==> config.mk <==
export PLATFORM = sky130hd
export DESIGN_NAME = srma_device_flat
export DESIGN_NICKNAME = d
export VERILOG_FILES = /design/src/core/srma_pkg.sv /design/src/core/srma_link_if.sv /design/src/core/srma_device.sv /design/src/core/srma_sync.sv /design/src/flat_wrapper.sv
export SDC_FILE = /design/constraint.sdc
export NUM_CORES = 1
export LEC_CHECK = 0
export BUFFER_PORTS_ARGS = -buffer_cell sky130_fd_sc_hd__buf_2
export CAP_MARGIN = 20
export CORE_UTILIZATION = 50
export DETAILED_ROUTE_END_ITERATION = 6
export MAX_ROUTING_LAYER = met4
export PLACE_DENSITY = 0.82
export SKIP_CTS_REPAIR_TIMING = 1
export SLEW_MARGIN = 20
export SYNTH_ARGS = -nofsm -noshare
export SYNTH_HDL_FRONTEND = slang
export SYNTH_SLANG_ARGS = --single-unit
==> constraint.sdc <==
create_clock -name clk -period 2.46 [get_ports clk]
set_input_delay 0.123 -clock clk [delete_from_list [all_inputs] [get_ports clk]]
set_output_delay 0.123 -clock clk [all_outputs]
set_load 0.02 [all_outputs]
==> src/core/srma_pkg.sv <==
// package of the serial register access block: frame layout, address map,
// field masks, mode codes and link timing.
// assumes a 50 MHz system clock on both ends of the link.
package srma_pkg;

    // ------------------------------------------------------------
    // frame layout, sent and answered least significant bit first
    // ------------------------------------------------------------
    localparam int FRAME_BITS = 16;
    localparam int ADDR_LSB = 0;
    localparam int ADDR_W = 7;
    localparam int SEL_POS = 7;
    localparam int DATA_LSB = 8;
    localparam logic [4:0] FRAME_CNT = 5'h10;

    // ------------------------------------------------------------
    // address map
    // ------------------------------------------------------------
    localparam logic [6:0] CTRL_LAST = 7'h1e;
    localparam int CTRL_N = 31;
    localparam logic [6:0] STAT_FIRST = 7'h40;
    localparam logic [6:0] STAT_LAST = 7'h7e;
    localparam logic [6:0] A_MODE_SUPPLY = 7'h00;
    localparam logic [6:0] A_HW_CFG = 7'h01;
    localparam logic [6:0] A_WDOG_CFG = 7'h02;
    localparam logic [6:0] A_BUS_CFG_A = 7'h03;
    localparam logic [6:0] A_BUS_CFG_B = 7'h04;
    localparam logic [6:0] A_WAKE_CFG_A = 7'h05;
    localparam logic [6:0] A_WAKE_CFG_B = 7'h06;
    localparam logic [6:0] A_WAKE_PULL = 7'h08;
    localparam logic [6:0] A_WAKE_FILT = 7'h09;
    localparam logic [6:0] A_TIMER_A = 7'h0c;
    localparam logic [6:0] A_TIMER_B = 7'h0d;
    localparam logic [6:0] A_SW_SHUTDOWN = 7'h10;
    localparam logic [6:0] A_HS_CFG_A = 7'h14;
    localparam logic [6:0] A_HS_CFG_B = 7'h15;
    localparam logic [6:0] A_GPIO_CFG = 7'h17;
    localparam logic [6:0] A_PWM_A = 7'h18;
    localparam logic [6:0] A_PWM_B = 7'h19;
    localparam logic [6:0] A_PWM_FREQ = 7'h1c;
    localparam logic [6:0] A_SCRATCH = 7'h1e;
    // clearable status registers, index order 0..8
    localparam int STAT_N = 9;
    localparam logic [6:0] A_SUPPLY_B = 7'h40;
    localparam logic [6:0] A_SUPPLY_A = 7'h41;
    localparam logic [6:0] A_THERMAL = 7'h42;
    localparam logic [6:0] A_DEVICE = 7'h43;
    localparam logic [6:0] A_BUS_FAIL = 7'h44;
    localparam logic [6:0] A_WAKE_SRC_A = 7'h46;
    localparam logic [6:0] A_WAKE_SRC_B = 7'h47;
    localparam logic [6:0] A_HS_OVERLOAD = 7'h54;
    localparam logic [6:0] A_HS_OPENLOAD = 7'h55;
    // live registers that never clear, index order 0..4
    localparam int LIVE_N = 5;
    localparam logic [6:0] A_WAKE_LEVEL = 7'h48;
    localparam logic [6:0] A_SW_FILTER = 7'h70;
    localparam logic [6:0] A_SW_ERRCNT = 7'h71;
    localparam logic [6:0] A_SW_CLKREC_A = 7'h72;
    localparam logic [6:0] A_SW_CLKREC_B = 7'h73;
    localparam logic [6:0] A_FAMILY_ID = 7'h7e;
    // arbitrary neutral identity value
    localparam logic [7:0] FAMILY_ID_VAL = 8'h5a;

    // ------------------------------------------------------------
    // writable bits per control register, reserved bits cleared
    // ------------------------------------------------------------
    localparam logic [7:0] M_ALL = 8'hff;
    localparam logic [7:0] M_HW_CFG = 8'hfb;
    localparam logic [7:0] M_WDOG_CFG = 8'hf7;
    localparam logic [7:0] M_BUS_CFG_A = 8'h07;
    localparam logic [7:0] M_BUS_CFG_B = 8'h20;
    localparam logic [7:0] M_WAKE_CFG_A = 8'he4;
    localparam logic [7:0] M_WAKE_LOW6 = 8'h3f;
    localparam logic [7:0] M_TIMER = 8'h77;
    localparam logic [7:0] M_SW_SHUTDOWN = 8'h70;
    localparam logic [7:0] M_HS_CFG = 8'h77;
    localparam logic [7:0] M_PWM_FREQ = 8'h05;
    localparam logic [7:0] M_NONE = 8'h00;

    // ------------------------------------------------------------
    // fields touched by mode changes
    // ------------------------------------------------------------
    localparam int MODE_LSB = 6;
    localparam logic [7:0] M_SUPPLY_CFG = 8'h38;
    localparam logic [7:0] M_SECOND_SUPPLY = 8'h18;
    localparam logic [2:0] CAN_OFF = 3'h0;
    localparam logic [2:0] CAN_WAKE_CAPABLE = 3'h1;
    localparam int HS_FIELD_W = 4;

    typedef enum logic [1:0] {
        SRMA_NORMAL = 2'h0,
        SRMA_STOP = 2'h1,
        SRMA_SLEEP = 2'h2,
        SRMA_RESTART = 2'h3
    } srma_mode_t;

    // ------------------------------------------------------------
    // link timing
    // ------------------------------------------------------------
    localparam int CLK_NS = 20;
    localparam int SCLK_HALF_NS = 80;
    localparam int SCLK_HALF_CYC = SCLK_HALF_NS / CLK_NS;

    // host command port
    localparam logic [1:0] H_CMD = 2'h0;
    localparam logic [1:0] H_STATUS = 2'h1;
    localparam logic [1:0] H_RESP = 2'h2;

endpackage

==> src/core/srma_link_if.sv <==
// serial link between the controller and the register bank.
// assumes both ends sit on the same board clock; the link clock is a pin.
`timescale 1ns/1ps
interface srma_link_if;
    logic sclk;
    logic csn_n;
    logic mosi;
    logic miso;

    modport dev (
        input sclk,
        input csn_n,
        input mosi,
        output miso
    );

    modport host (
        output sclk,
        output csn_n,
        output mosi,
        input miso
    );
endinterface

==> src/core/srma_device.sv <==
// register bank behind the serial control port of the supply chip.
// assumes a link clock far slower than clk; mode and fault inputs come
// from logic on clk.
//
// Notes on behaviour
// address 6:0, selector 7, data 15:8
// 0x00..0x1e are read/write control registers
// selector zero reads, one writes and returns
// written value shows only in later frames
// 0x40..0x7e are status, read or clear
// master sets selector to clear status
// level, identity, filter registers ignore clears
// drivers enable even while failure flags set
// mode field follows the mode entered
// low power keeps diagnosis and fail output
// stop mode leaves transceiver bits alone
// sleep forces active transceiver to wake-capable
// switch and supply config only in normal
// faults switch output off, no wake
// restart clears switch and second supply config
// hardware may modify some control bits
// frames ignored during restart mode; here only writes and clears are dropped, reads are still answered
// summary byte flags nonzero status registers
// bad clock count discards frame, flags error
// reserved read zero, unused addresses inert
`timescale 1ns/1ps
module srma_device
    import srma_pkg::*;
(
    // clock and reset
    input wire logic clk,
    input wire logic rst_n,
    // serial link
    srma_link_if.dev link,
    // mode reports from the chip state machine
    input wire logic mode_chg,
    input wire logic [1:0] mode_in,
    // status events and live levels
    input wire logic [8*STAT_N-1:0] stat_evt,
    input wire logic [8*LIVE_N-1:0] live_in,
    input wire logic [3:0] hs_fault,
    input wire logic fail_trig,
    // configuration and state
    output logic [8*CTRL_N-1:0] ctrl_cfg,
    output logic fail_output,
    output logic frame_err
);

    // ------------------------------------------------------------
    // decode functions
    // ------------------------------------------------------------
    function automatic logic [7:0] wmask(input logic [6:0] a);
        if (a == A_MODE_SUPPLY) wmask = M_ALL;
        else if (a == A_HW_CFG) wmask = M_HW_CFG;
        else if (a == A_WDOG_CFG) wmask = M_WDOG_CFG;
        else if (a == A_BUS_CFG_A) wmask = M_BUS_CFG_A;
        else if (a == A_BUS_CFG_B) wmask = M_BUS_CFG_B;
        else if (a == A_WAKE_CFG_A) wmask = M_WAKE_CFG_A;
        else if (a == A_WAKE_CFG_B) wmask = M_ALL;
        else if (a == A_WAKE_PULL) wmask = M_WAKE_LOW6;
        else if (a == A_WAKE_FILT) wmask = M_WAKE_LOW6;
        else if (a == A_TIMER_A || a == A_TIMER_B) wmask = M_TIMER;
        else if (a == A_SW_SHUTDOWN) wmask = M_SW_SHUTDOWN;
        else if (a == A_HS_CFG_A || a == A_HS_CFG_B) wmask = M_HS_CFG;
        else if (a == A_GPIO_CFG) wmask = M_ALL;
        else if (a == A_PWM_A || a == A_PWM_B) wmask = M_ALL;
        else if (a == A_PWM_FREQ) wmask = M_PWM_FREQ;
        else if (a == A_SCRATCH) wmask = M_ALL;
        else wmask = M_NONE;
    endfunction

    // index of a clearable status register, STAT_N when none
    function automatic logic [3:0] stat_idx(input logic [6:0] a);
        if (a == A_SUPPLY_B) stat_idx = 4'h0;
        else if (a == A_SUPPLY_A) stat_idx = 4'h1;
        else if (a == A_THERMAL) stat_idx = 4'h2;
        else if (a == A_DEVICE) stat_idx = 4'h3;
        else if (a == A_BUS_FAIL) stat_idx = 4'h4;
        else if (a == A_WAKE_SRC_A) stat_idx = 4'h5;
        else if (a == A_WAKE_SRC_B) stat_idx = 4'h6;
        else if (a == A_HS_OVERLOAD) stat_idx = 4'h7;
        else if (a == A_HS_OPENLOAD) stat_idx = 4'h8;
        else stat_idx = 4'(STAT_N);
    endfunction

    // ------------------------------------------------------------
    // pin synchronisation and edges
    // ------------------------------------------------------------
    logic s_sclk;
    logic s_csn;
    logic s_mosi;
    logic sclk_q_r;
    logic csn_q_r;

    srma_sync #(.W(3), .INIT(3'h2)) u_sync (
        .clk(clk),
        .rst_n(rst_n),
        .d({link.sclk, link.csn_n, link.mosi}),
        .q({s_sclk, s_csn, s_mosi})
    );

    always_ff @(posedge clk or negedge rst_n) begin
        if (!rst_n) begin
            sclk_q_r <= 1'b0;
            csn_q_r <= 1'b1;
        end else begin
            sclk_q_r <= s_sclk;
            csn_q_r <= s_csn;
        end
    end

    logic sclk_rise;
    logic sclk_fall;
    logic csn_fall;
    logic csn_rise;
    assign sclk_rise = s_sclk & ~sclk_q_r & ~s_csn;
    assign sclk_fall = ~s_sclk & sclk_q_r & ~s_csn;
    assign csn_fall = csn_q_r & ~s_csn;
    assign csn_rise = ~csn_q_r & s_csn;

    // ------------------------------------------------------------
    // state
    // ------------------------------------------------------------
    logic [7:0] ctrl_r [CTRL_N];
    logic [7:0] ctrl_nxt [CTRL_N];
    logic [7:0] stat_r [STAT_N];
    logic [7:0] stat_nxt [STAT_N];
    logic [15:0] shift_r, shift_nxt;
    logic [15:0] resp_r, resp_nxt;
    logic [4:0] cnt_r, cnt_nxt;
    logic hi_r, hi_nxt;
    logic err_r, err_nxt;
    logic miso_r, miso_nxt;
    logic fail_r, fail_nxt;

    logic [7:0] summary;
    logic restart_mode;
    logic normal_mode;
    assign restart_mode = ctrl_r[0][MODE_LSB +: 2] == SRMA_RESTART;
    assign normal_mode = ctrl_r[0][MODE_LSB +: 2] == SRMA_NORMAL;

    // one summary bit per status register, pair ORed
    always_comb begin
        summary[0] = |stat_r[1];
        summary[1] = |stat_r[2];
        summary[2] = |stat_r[3];
        summary[3] = |stat_r[4];
        summary[4] = |stat_r[5] | |stat_r[6];
        summary[5] = |stat_r[0];
        summary[6] = |stat_r[7];
        summary[7] = |stat_r[8];
    end

    function automatic logic [7:0] read_byte(input logic [6:0] a,
                                             input logic [7:0] c,
                                             input logic [7:0] s,
                                             input logic [39:0] lv);
        if (a <= CTRL_LAST) read_byte = c & wmask(a);
        else if (stat_idx(a) != 4'(STAT_N)) read_byte = s;
        else if (a == A_WAKE_LEVEL) read_byte = lv[7:0];
        else if (a == A_SW_FILTER) read_byte = lv[15:8];
        else if (a == A_SW_ERRCNT) read_byte = lv[23:16];
        else if (a == A_SW_CLKREC_A) read_byte = lv[31:24];
        else if (a == A_SW_CLKREC_B) read_byte = lv[39:32];
        else if (a == A_FAMILY_ID) read_byte = FAMILY_ID_VAL;
        else read_byte = 8'h00;
    endfunction

    // ------------------------------------------------------------
    // next-state logic
    // ------------------------------------------------------------
    always_comb begin
        logic [6:0] a;
        logic [7:0] d;
        logic [7:0] m;
        logic [7:0] clr [STAT_N];
        logic [3:0] si;
        a = shift_r[ADDR_LSB +: ADDR_W];
        d = shift_r[DATA_LSB +: 8];
        m = wmask(a);
        si = stat_idx(a);
        for (int i = 0; i < STAT_N; i++) clr[i] = 8'h00;
        ctrl_nxt = ctrl_r;
        shift_nxt = shift_r;
        resp_nxt = resp_r;
        cnt_nxt = cnt_r;
        hi_nxt = hi_r;
        err_nxt = err_r;
        miso_nxt = miso_r;
        fail_nxt = fail_r | fail_trig;

        if (csn_fall) begin
            cnt_nxt = 5'h00;
            hi_nxt = s_sclk;
            resp_nxt = {8'h00, summary};
            miso_nxt = err_r | summary[0];
        end else if (sclk_rise) begin
            shift_nxt = {s_mosi, shift_r[15:1]};
            if (cnt_r != 5'h1f) cnt_nxt = cnt_r + 5'h01;
            if (cnt_r == 5'h07) begin
                // register byte answered in the same frame
                resp_nxt[15:8] = read_byte(shift_nxt[14:8],
                    ctrl_r[shift_nxt[12:8]], stat_r[stat_idx(
                    shift_nxt[14:8])], live_in);
            end
        end else if (sclk_fall) begin
            if (cnt_r < FRAME_CNT) miso_nxt = resp_r[cnt_r[3:0]];
        end else if (csn_rise) begin
            miso_nxt = 1'b0;
            // discard on wrong count or clock high at a chip-select edge
            err_nxt = (cnt_r != FRAME_CNT && cnt_r != 5'h00) | hi_r
                | s_sclk;
            if (cnt_r == FRAME_CNT && !hi_r && !s_sclk
                && !restart_mode) begin
                if (a <= CTRL_LAST && shift_r[SEL_POS]) begin
                    if (!normal_mode) begin
                        if (a == A_HS_CFG_A || a == A_HS_CFG_B)
                            m = M_NONE;
                        else if (a == A_MODE_SUPPLY)
                            m = m & ~M_SUPPLY_CFG;
                    end
                    ctrl_nxt[a[4:0]] = (ctrl_r[a[4:0]] & ~m) | (d & m);
                end else if (a >= STAT_FIRST && a <= STAT_LAST
                             && shift_r[SEL_POS]
                             && si != 4'(STAT_N)) begin
                    clr[si] = 8'hff;
                end
            end
        end

        // hardware-updatable control bits
        if (mode_chg) begin
            ctrl_nxt[0][MODE_LSB +: 2] = mode_in;
            if (mode_in == SRMA_SLEEP) begin
                if (ctrl_nxt[3][2:0] != CAN_OFF
                    && ctrl_nxt[3][2:0] != CAN_WAKE_CAPABLE)
                    ctrl_nxt[3][2:0] = CAN_WAKE_CAPABLE;
            end else if (mode_in == SRMA_RESTART) begin
                ctrl_nxt[A_HS_CFG_A[4:0]] = 8'h00;
                ctrl_nxt[A_HS_CFG_B[4:0]] = 8'h00;
                ctrl_nxt[0] = ctrl_nxt[0] & ~M_SECOND_SUPPLY;
            end
            // stop keeps transceiver bits, status untouched
        end
        // faulted switch turned off, no wake raised
        for (int h = 0; h < 4; h++) begin
            if (hs_fault[h])
                ctrl_nxt[A_HS_CFG_A[4:0] + 5'(h / 2)][HS_FIELD_W*(h%2) +: 3]
                    = 3'h0;
        end
        // set wins over clear; drivers stay enableable
        for (int i = 0; i < STAT_N; i++)
            stat_nxt[i] = (stat_r[i] & ~clr[i]) | stat_evt[8*i +: 8];
    end

    // ------------------------------------------------------------
    // registers
    // ------------------------------------------------------------
    always_ff @(posedge clk or negedge rst_n) begin
        if (!rst_n) begin
            for (int i = 0; i < CTRL_N; i++) ctrl_r[i] <= 8'h00;
            for (int i = 0; i < STAT_N; i++) stat_r[i] <= 8'h00;
            shift_r <= 16'h0000;
            resp_r <= 16'h0000;
            cnt_r <= 5'h00;
            hi_r <= 1'b0;
            err_r <= 1'b0;
            miso_r <= 1'b0;
            fail_r <= 1'b0;
        end else begin
            ctrl_r <= ctrl_nxt;
            stat_r <= stat_nxt;
            shift_r <= shift_nxt;
            resp_r <= resp_nxt;
            cnt_r <= cnt_nxt;
            hi_r <= hi_nxt;
            err_r <= err_nxt;
            miso_r <= miso_nxt;
            fail_r <= fail_nxt;
        end
    end

    // ------------------------------------------------------------
    // outputs
    // ------------------------------------------------------------
    genvar g;
    generate
        for (g = 0; g < CTRL_N; g++) begin : g_cfg
            assign ctrl_cfg[8*g +: 8] = ctrl_r[g];
        end
    endgenerate

    assign link.miso = miso_r;
    assign fail_output = fail_r;
    assign frame_err = err_r;

endmodule

==> src/core/srma_sync.sv <==
// two-stage synchroniser for pin inputs.
// assumes the inputs are asynchronous levels; q is valid two edges later.
`timescale 1ns/1ps
module srma_sync #(
    parameter int W = 1,
    parameter logic [W-1:0] INIT = '0
) (
    // clock and reset
    input wire logic clk,
    input wire logic rst_n,
    // levels
    input wire logic [W-1:0] d,
    output logic [W-1:0] q
);
    logic [W-1:0] meta_r;
    logic [W-1:0] q_r;

    always_ff @(posedge clk or negedge rst_n) begin
        if (!rst_n) begin
            meta_r <= INIT;
            q_r <= INIT;
        end else begin
            meta_r <= d;
            q_r <= meta_r;
        end
    end

    assign q = q_r;
endmodule

==> src/flat_wrapper.sv <==
// flat-port wrapper written by rule: the top's interface ports become plain ports
module srma_device_flat import srma_pkg::*;
  (clk, rst_n, mode_chg, mode_in, stat_evt, live_in, hs_fault, fail_trig, ctrl_cfg, fail_output, frame_err, link_sclk, link_csn_n, link_mosi, link_miso);
  srma_link_if link_i ();
  input wire logic clk;
  input wire logic rst_n;
  input wire logic mode_chg;
  input wire logic [1:0] mode_in;
  input wire logic [8*STAT_N-1:0] stat_evt;
  input wire logic [8*LIVE_N-1:0] live_in;
  input wire logic [3:0] hs_fault;
  input wire logic fail_trig;
  output logic [8*CTRL_N-1:0] ctrl_cfg;
  output logic fail_output;
  output logic frame_err;
  input wire logic [$bits(link_i.sclk)-1:0] link_sclk;
  input wire logic [$bits(link_i.csn_n)-1:0] link_csn_n;
  input wire logic [$bits(link_i.mosi)-1:0] link_mosi;
  output wire logic [$bits(link_i.miso)-1:0] link_miso;
  assign link_i.sclk = link_sclk;
  assign link_i.csn_n = link_csn_n;
  assign link_i.mosi = link_mosi;
  assign link_miso = link_i.miso;
  srma_device u_core (.clk(clk), .rst_n(rst_n), .link(link_i), .mode_chg(mode_chg), .mode_in(mode_in), .stat_evt(stat_evt), .live_in(live_in), .hs_fault(hs_fault), .fail_trig(fail_trig), .ctrl_cfg(ctrl_cfg), .fail_output(fail_output), .frame_err(frame_err));
endmodule
# Word-level counts from Yosys, hierarchy flattened
# Cells that the tools add are included.
# totals
reg_bits,369
latchBits,0
ramBits,0
rom_bits,0
inputBits,125
output_inout_bits,251
elab_cells,375
n_memories,0
# classes
add_sub_neg,1
multipliers,0
div_mod_pow,0
order_cmp,12
n_eq_ne,75
shifts,0
n_mux,131
n_bitwise,54
reduce_logical,48
# ops
operator,n
$mux W248,6
$mux W72,7
$mux W8,63
$bwmux W248,1
$eq A7 B7 Y1 const B,24
$eq A7 B5 Y1 const B,16
$and A8 B8 Y8,12
$mux W4,23
$bmux W8 S5,2
$not A8 Y8,10
$or A8 B8 Y8,10
$reduce_or A8 Y1,9
$eq A7 B4 Y1 const B,8
$mux W16,3
$eq A7 B3 Y1 const B,6
$demux W8 S5,1
$bmux W8 S4,1
$demux W8 S4,1
$eq A7 B2 Y1 const B,4
$mux W5,5
$mux W3,7
$eq A7 B1 Y1 const B,2
$le A7 B5 Y1 const B,2
$logic_not A7 Y1,2
other kinds (37),96

# Logic depth before layout (Yosys ltp)
# logic_depth
word_depth,41
depth_mapped,13
mapped_depth_nobuf,9

# Modules after synthesis
# From an unflattened synthesis, not the netlist that was laid out.
# unflattened
cells_unflattened,1730
area_unflattened_um2,19014.5
# modules_own_cells
mod,instances,cells_per_inst,area_each_um2,seq_area_each_um2
srma_device,1,1724,18861.8,9085.0
srma_sync,1,6,152.6,152.6

# Worst setup path before layout
# OpenSTA, ideal clock, no wires.
# synth_path
path_kind,reg2reg
from,"register u_core.u_sync.q_r[1], in the netlist u_core.u_sync.q[1]"
to,register u_core.ctrl_r (netlist bit u_core.ctrl_cfg[55])
setup_ps,147
arrival_ps,2501
t_required_ps,2313
path_slack_ps,-188
stages_incl_launch_ff,12
path_buffers,2
synth_period_minus_slack_ps,2648
cell_sequence,dfstp_2 -> clkbuf_1 -> inv_1 -> ha_1 -> nor2b_1 -> nand3b_1 -> or4_1 -> nor2_1 -> nand3_1 -> clkbuf_1 -> nand2_1 -> o21ai_1
# synth_via
elab_chain_cells,4
elab_cells_between_ends,9
cone_classes,bitwise: 8; reduce/logical: 1
# synth_lines
element,line,rtl
start: declaration,srma_sync.sv:16,logic [W-1:0] q_r;
start signal: assignment,srma_sync.sv:24,q_r <= meta_r;
$not A1 Y1,srma_device.sv:118,assign csn_fall = csn_q_r & ~s_csn;
$and A1 B1 Y1,srma_device.sv:118,
named net u_core.csn_fall,srma_device.sv:114,logic csn_fall;
$not A1 Y1 (no line),n/a,
$reduce_and A6 Y1 (no line),n/a,
end signal: assignment,srma_device.sv:271,ctrl_r <= ctrl_nxt;
end: declaration,srma_device.sv:124,logic [7:0] ctrl_r [CTRL_N];
# The timed path passes the listed nets, and every way through them passes these cells.
# A chain may end at the register's enable or synchronous reset.

==> flow_summary_export.csv <==
group,metric,value,unit
status,status,"complete, but fails checks",
status,violations,"negative setup slack",
flow_run,maxCapViolations,0,
sta,clock_skew,29.9,ps
yosys,synth.top_cells.by_area,"dfrtp_1, mux4_2, mux2i_1",
drt,drt-total-wl,74500,µm
critical_path,cpMostUsedCell,"buf_4",
cts,cts.sinks,369,
final_layout,final_cells,2730,
yosys,yosysTopAreaCell,"dfrtp_1",
global_route,grt_pass1_wl,101000,µm
yosys,syn_avg_cell_area,11.1,µm²
drt,ant_nets,0,
sta,finalSetupViolations,97,
yosys,yosysUniqueCellTypes,73,
global_route,grt_pass1_vias,16500,
critical_path,path_cells,"buf_4 > mux4_2 > mux2_4 > a221oi_2 > buf_4 > a31oi_4 > mux2i_2 > buf_4 > o21a_1 > nor3_1",
power_and_ir_drop,powerDensity,652,nW/µm²
cts,root_buffer,"clkbuf_16",
critical_path,crit_slowest_cell,"dfrtp_4",
yosys,synthArstFlopShare,1.00,
sta,hold_viol,0,
place,dp_slack,-276,ps
sta,rsz0062_at_grt,"true",
global_route,grt_overflow_total,0,
drt,route.vias.total,17600,
critical_path,path_buf_inv,3,
sta,period_share,1.11,
min_path,hold_class,"input port to flip-flop",
floorplanning,die_height,195,µm
floorplanning,die_w,195,µm
drt,viasPerCell,6.43,
final_layout,seq_area,9260,µm²
sta,fin_ws,-281,ps
drt,drt_iter0_markers,1876,
place,io_buffers,375,
power_and_ir_drop,leakage,11.9,nW
final_layout,multi_input_area,9460,µm²
cts,cts.clk_slew.worst_paths,70,ps
global_route,antenna_found_initial,2,
critical_path,worstPathArrival,3160,ps
yosys,netlist_area,18700,µm²
yosys,netlist_top_cells_count,"dfrtp_1, clkbuf_1, nand2_1, o21ai_0, mux4_2",
critical_path,crit_family,"multiplexers",
yosys,synth-edff-count,0,
yosys,yosysWarningCount,0,
drt,wl_per_cell,27.3,µm
place,place.gp.congestion,0.975,
yosys,synth.most_common_cell,"dfrtp_1",
drt,drtPass1Iterations,6,
final_layout,syn_to_final_growth,41.1,%
cts,cts_tree,"done",
cts,cts_max_level,2,
yosys,synth_flop_cell,"dfrtp_1",
yosys,synth_top_area_frac,0.490,
place,dp_hpwl,50100,µm
floorplanning,dieArea,38100,µm²
sta,timing.fmax,365,MHz
drt,drc,0,
critical_path,start_kind,"flip-flop",
sta,tns,-8640,ps
sta,fin_crit,2740,ps
sta,slew_headroom,0.460,
place,placed_cells,2505,
sta,drv_slew,0,
floorplanning,pin_count,376,
final_layout,fill_cells,2434,
yosys,yosysSeqAreaShare,0.495,
critical_path,cp_max_fo,8,
sta,tightest_slew,805,ps
global_route,grt_max_degree,77,
cts,clock_path_buffers,3,
critical_path,slowest_delay,530,ps
yosys,synth_seq_cells,369,
floorplanning,start_util,0.509,
critical_path,end_kind,"flip-flop",
floorplanning,rows,70,
global_route,grt_usage,0.364,
critical_path,critical_path_required,2880,ps
final_layout,layout.nets,2357,
final_layout,drive_gt1_frac,0.481,
critical_path,critPathKind,"flip-flop to flip-flop",
power_and_ir_drop,peakVddDrop,0.621,mV
cts,cts_buffers,41,
yosys,synthCells,1680,
yosys,syn_nets,1810,
cts,clkLatencyLatePin,600,ps
floorplanning,core_area,36700,µm²
-- power breakdown --
group | internal, mW | switching (mW) | leakage (nW)
Sequential | 6.15 | 0.107 | 4.68
Clock | 3.55 | 2.71 | 0.657
Combinational | 2.12 | 2.56 | 6.55
-- metrics by stage --
stage	hold slack [ps]	instance area (µm²)	utilization	power, mW
floorplan	-173	18800	-	8.41
global placement	70.8	22200	0.605	10.1
detailed placement	72.9	22200	0.605	10.1
CTS	-527	23500	0.641	16.3
global route	49.4	26400	0.718	17.7
finish	37.8	26400	0.718	17.2
-- cell families after synthesis --
logic type               count (synthesis)  share of synthesized area
AO/OA/AOI/OAI                          404                      0.139
buffers and inverters                  258                     0.0570
flip-flops                             369                      0.495
AND/OR/NAND/NOR                        419                      0.105
adder cells (fa/ha/maj)                  5                    0.00335
multiplexers                           219                      0.198
XOR/XNOR                                 6                    0.00281
-- per-layer routing --
layer,global-route usage,share of wire
met4,0.153,0.054
met3,0.0741,0.11
met5,-,0
met2,0.576,0.48
met1,0.457,0.36
-- area by class of cell --
type / count / area share
multi-input cells: 1053 / 0.359
flip-flops and latches: 369 / 0.351
repair buffers: 748 / 0.214
clock buffers: 61 / 0.0460
well taps: 468 / 0.0222
clock inverters: 15 / 0.00532
inverters: 14 / 0.00214
diodes: 2 / 0.000190
-- cell usage in the layout (no fill, tap or decap), types with 38 or more instances in the layout --
cell type	instances
mux2i_1	67
dfrtp_1	358
nand2_1	113
buf_4	207
buf_2	374
mux4_2	118
o21ai_0	63
dlygate4sd3_1	84
nand2_2	50
clkbuf_16	52
o21ai_1	53
nor2_1	56
o21ai_2	38
a21oi_1	43
a21o_1	75
-- state kept, by name, indices dropped and copies added, names as in the netlist --
signal	cells
u_core.stat_r	72
u_core.u_sync.meta_r	3
u_core.u_sync.q	3
u_core.resp_r	16
u_core.shift_r	16
u_core.link.miso	1
u_core.hi_r	1
u_core.frame_err	1
u_core.cnt_r	5
u_core.ctrl_cfg	248
u_core.sclk_q_r	1
u_core.fail_output	1
u_core.csn_q_r	1
-- worst register-to-register path, stage by stage, from the launching register on --
cell	delay [ps]
dfrtp_4	530
buf_4	150
mux4_2	500
mux2_4	300
a221oi_2	260
buf_4	180
a31oi_4	40
mux2i_2	220
buf_4	220
o21a_1	140
nor3_1	50
-- worst paths after layout --
| kind | slack, ps | cells after the start | start | to |
|---|---|---|---|---|
| max | -280 | 10 | u_core.shift_r[0] | u_core.ctrl_cfg[168] |
| min | 40 | 4 | live_in[6] | u_core.resp_r[14] |
| max reg2reg | -280 | 10 | u_core.shift_r[0] | u_core.ctrl_cfg[168] |
| min reg2reg | 370 | 0 | u_core.u_sync.meta_r[0] | u_core.u_sync.q[0] |
| max in group asynchronous | 1620 | 3 | rst_n | u_core.ctrl_cfg[16] |
| min in group asynchronous | 70 | 2 | rst_n | u_core.shift_r[1] |
No activity file was read; power rests on OpenSTA's default activity.
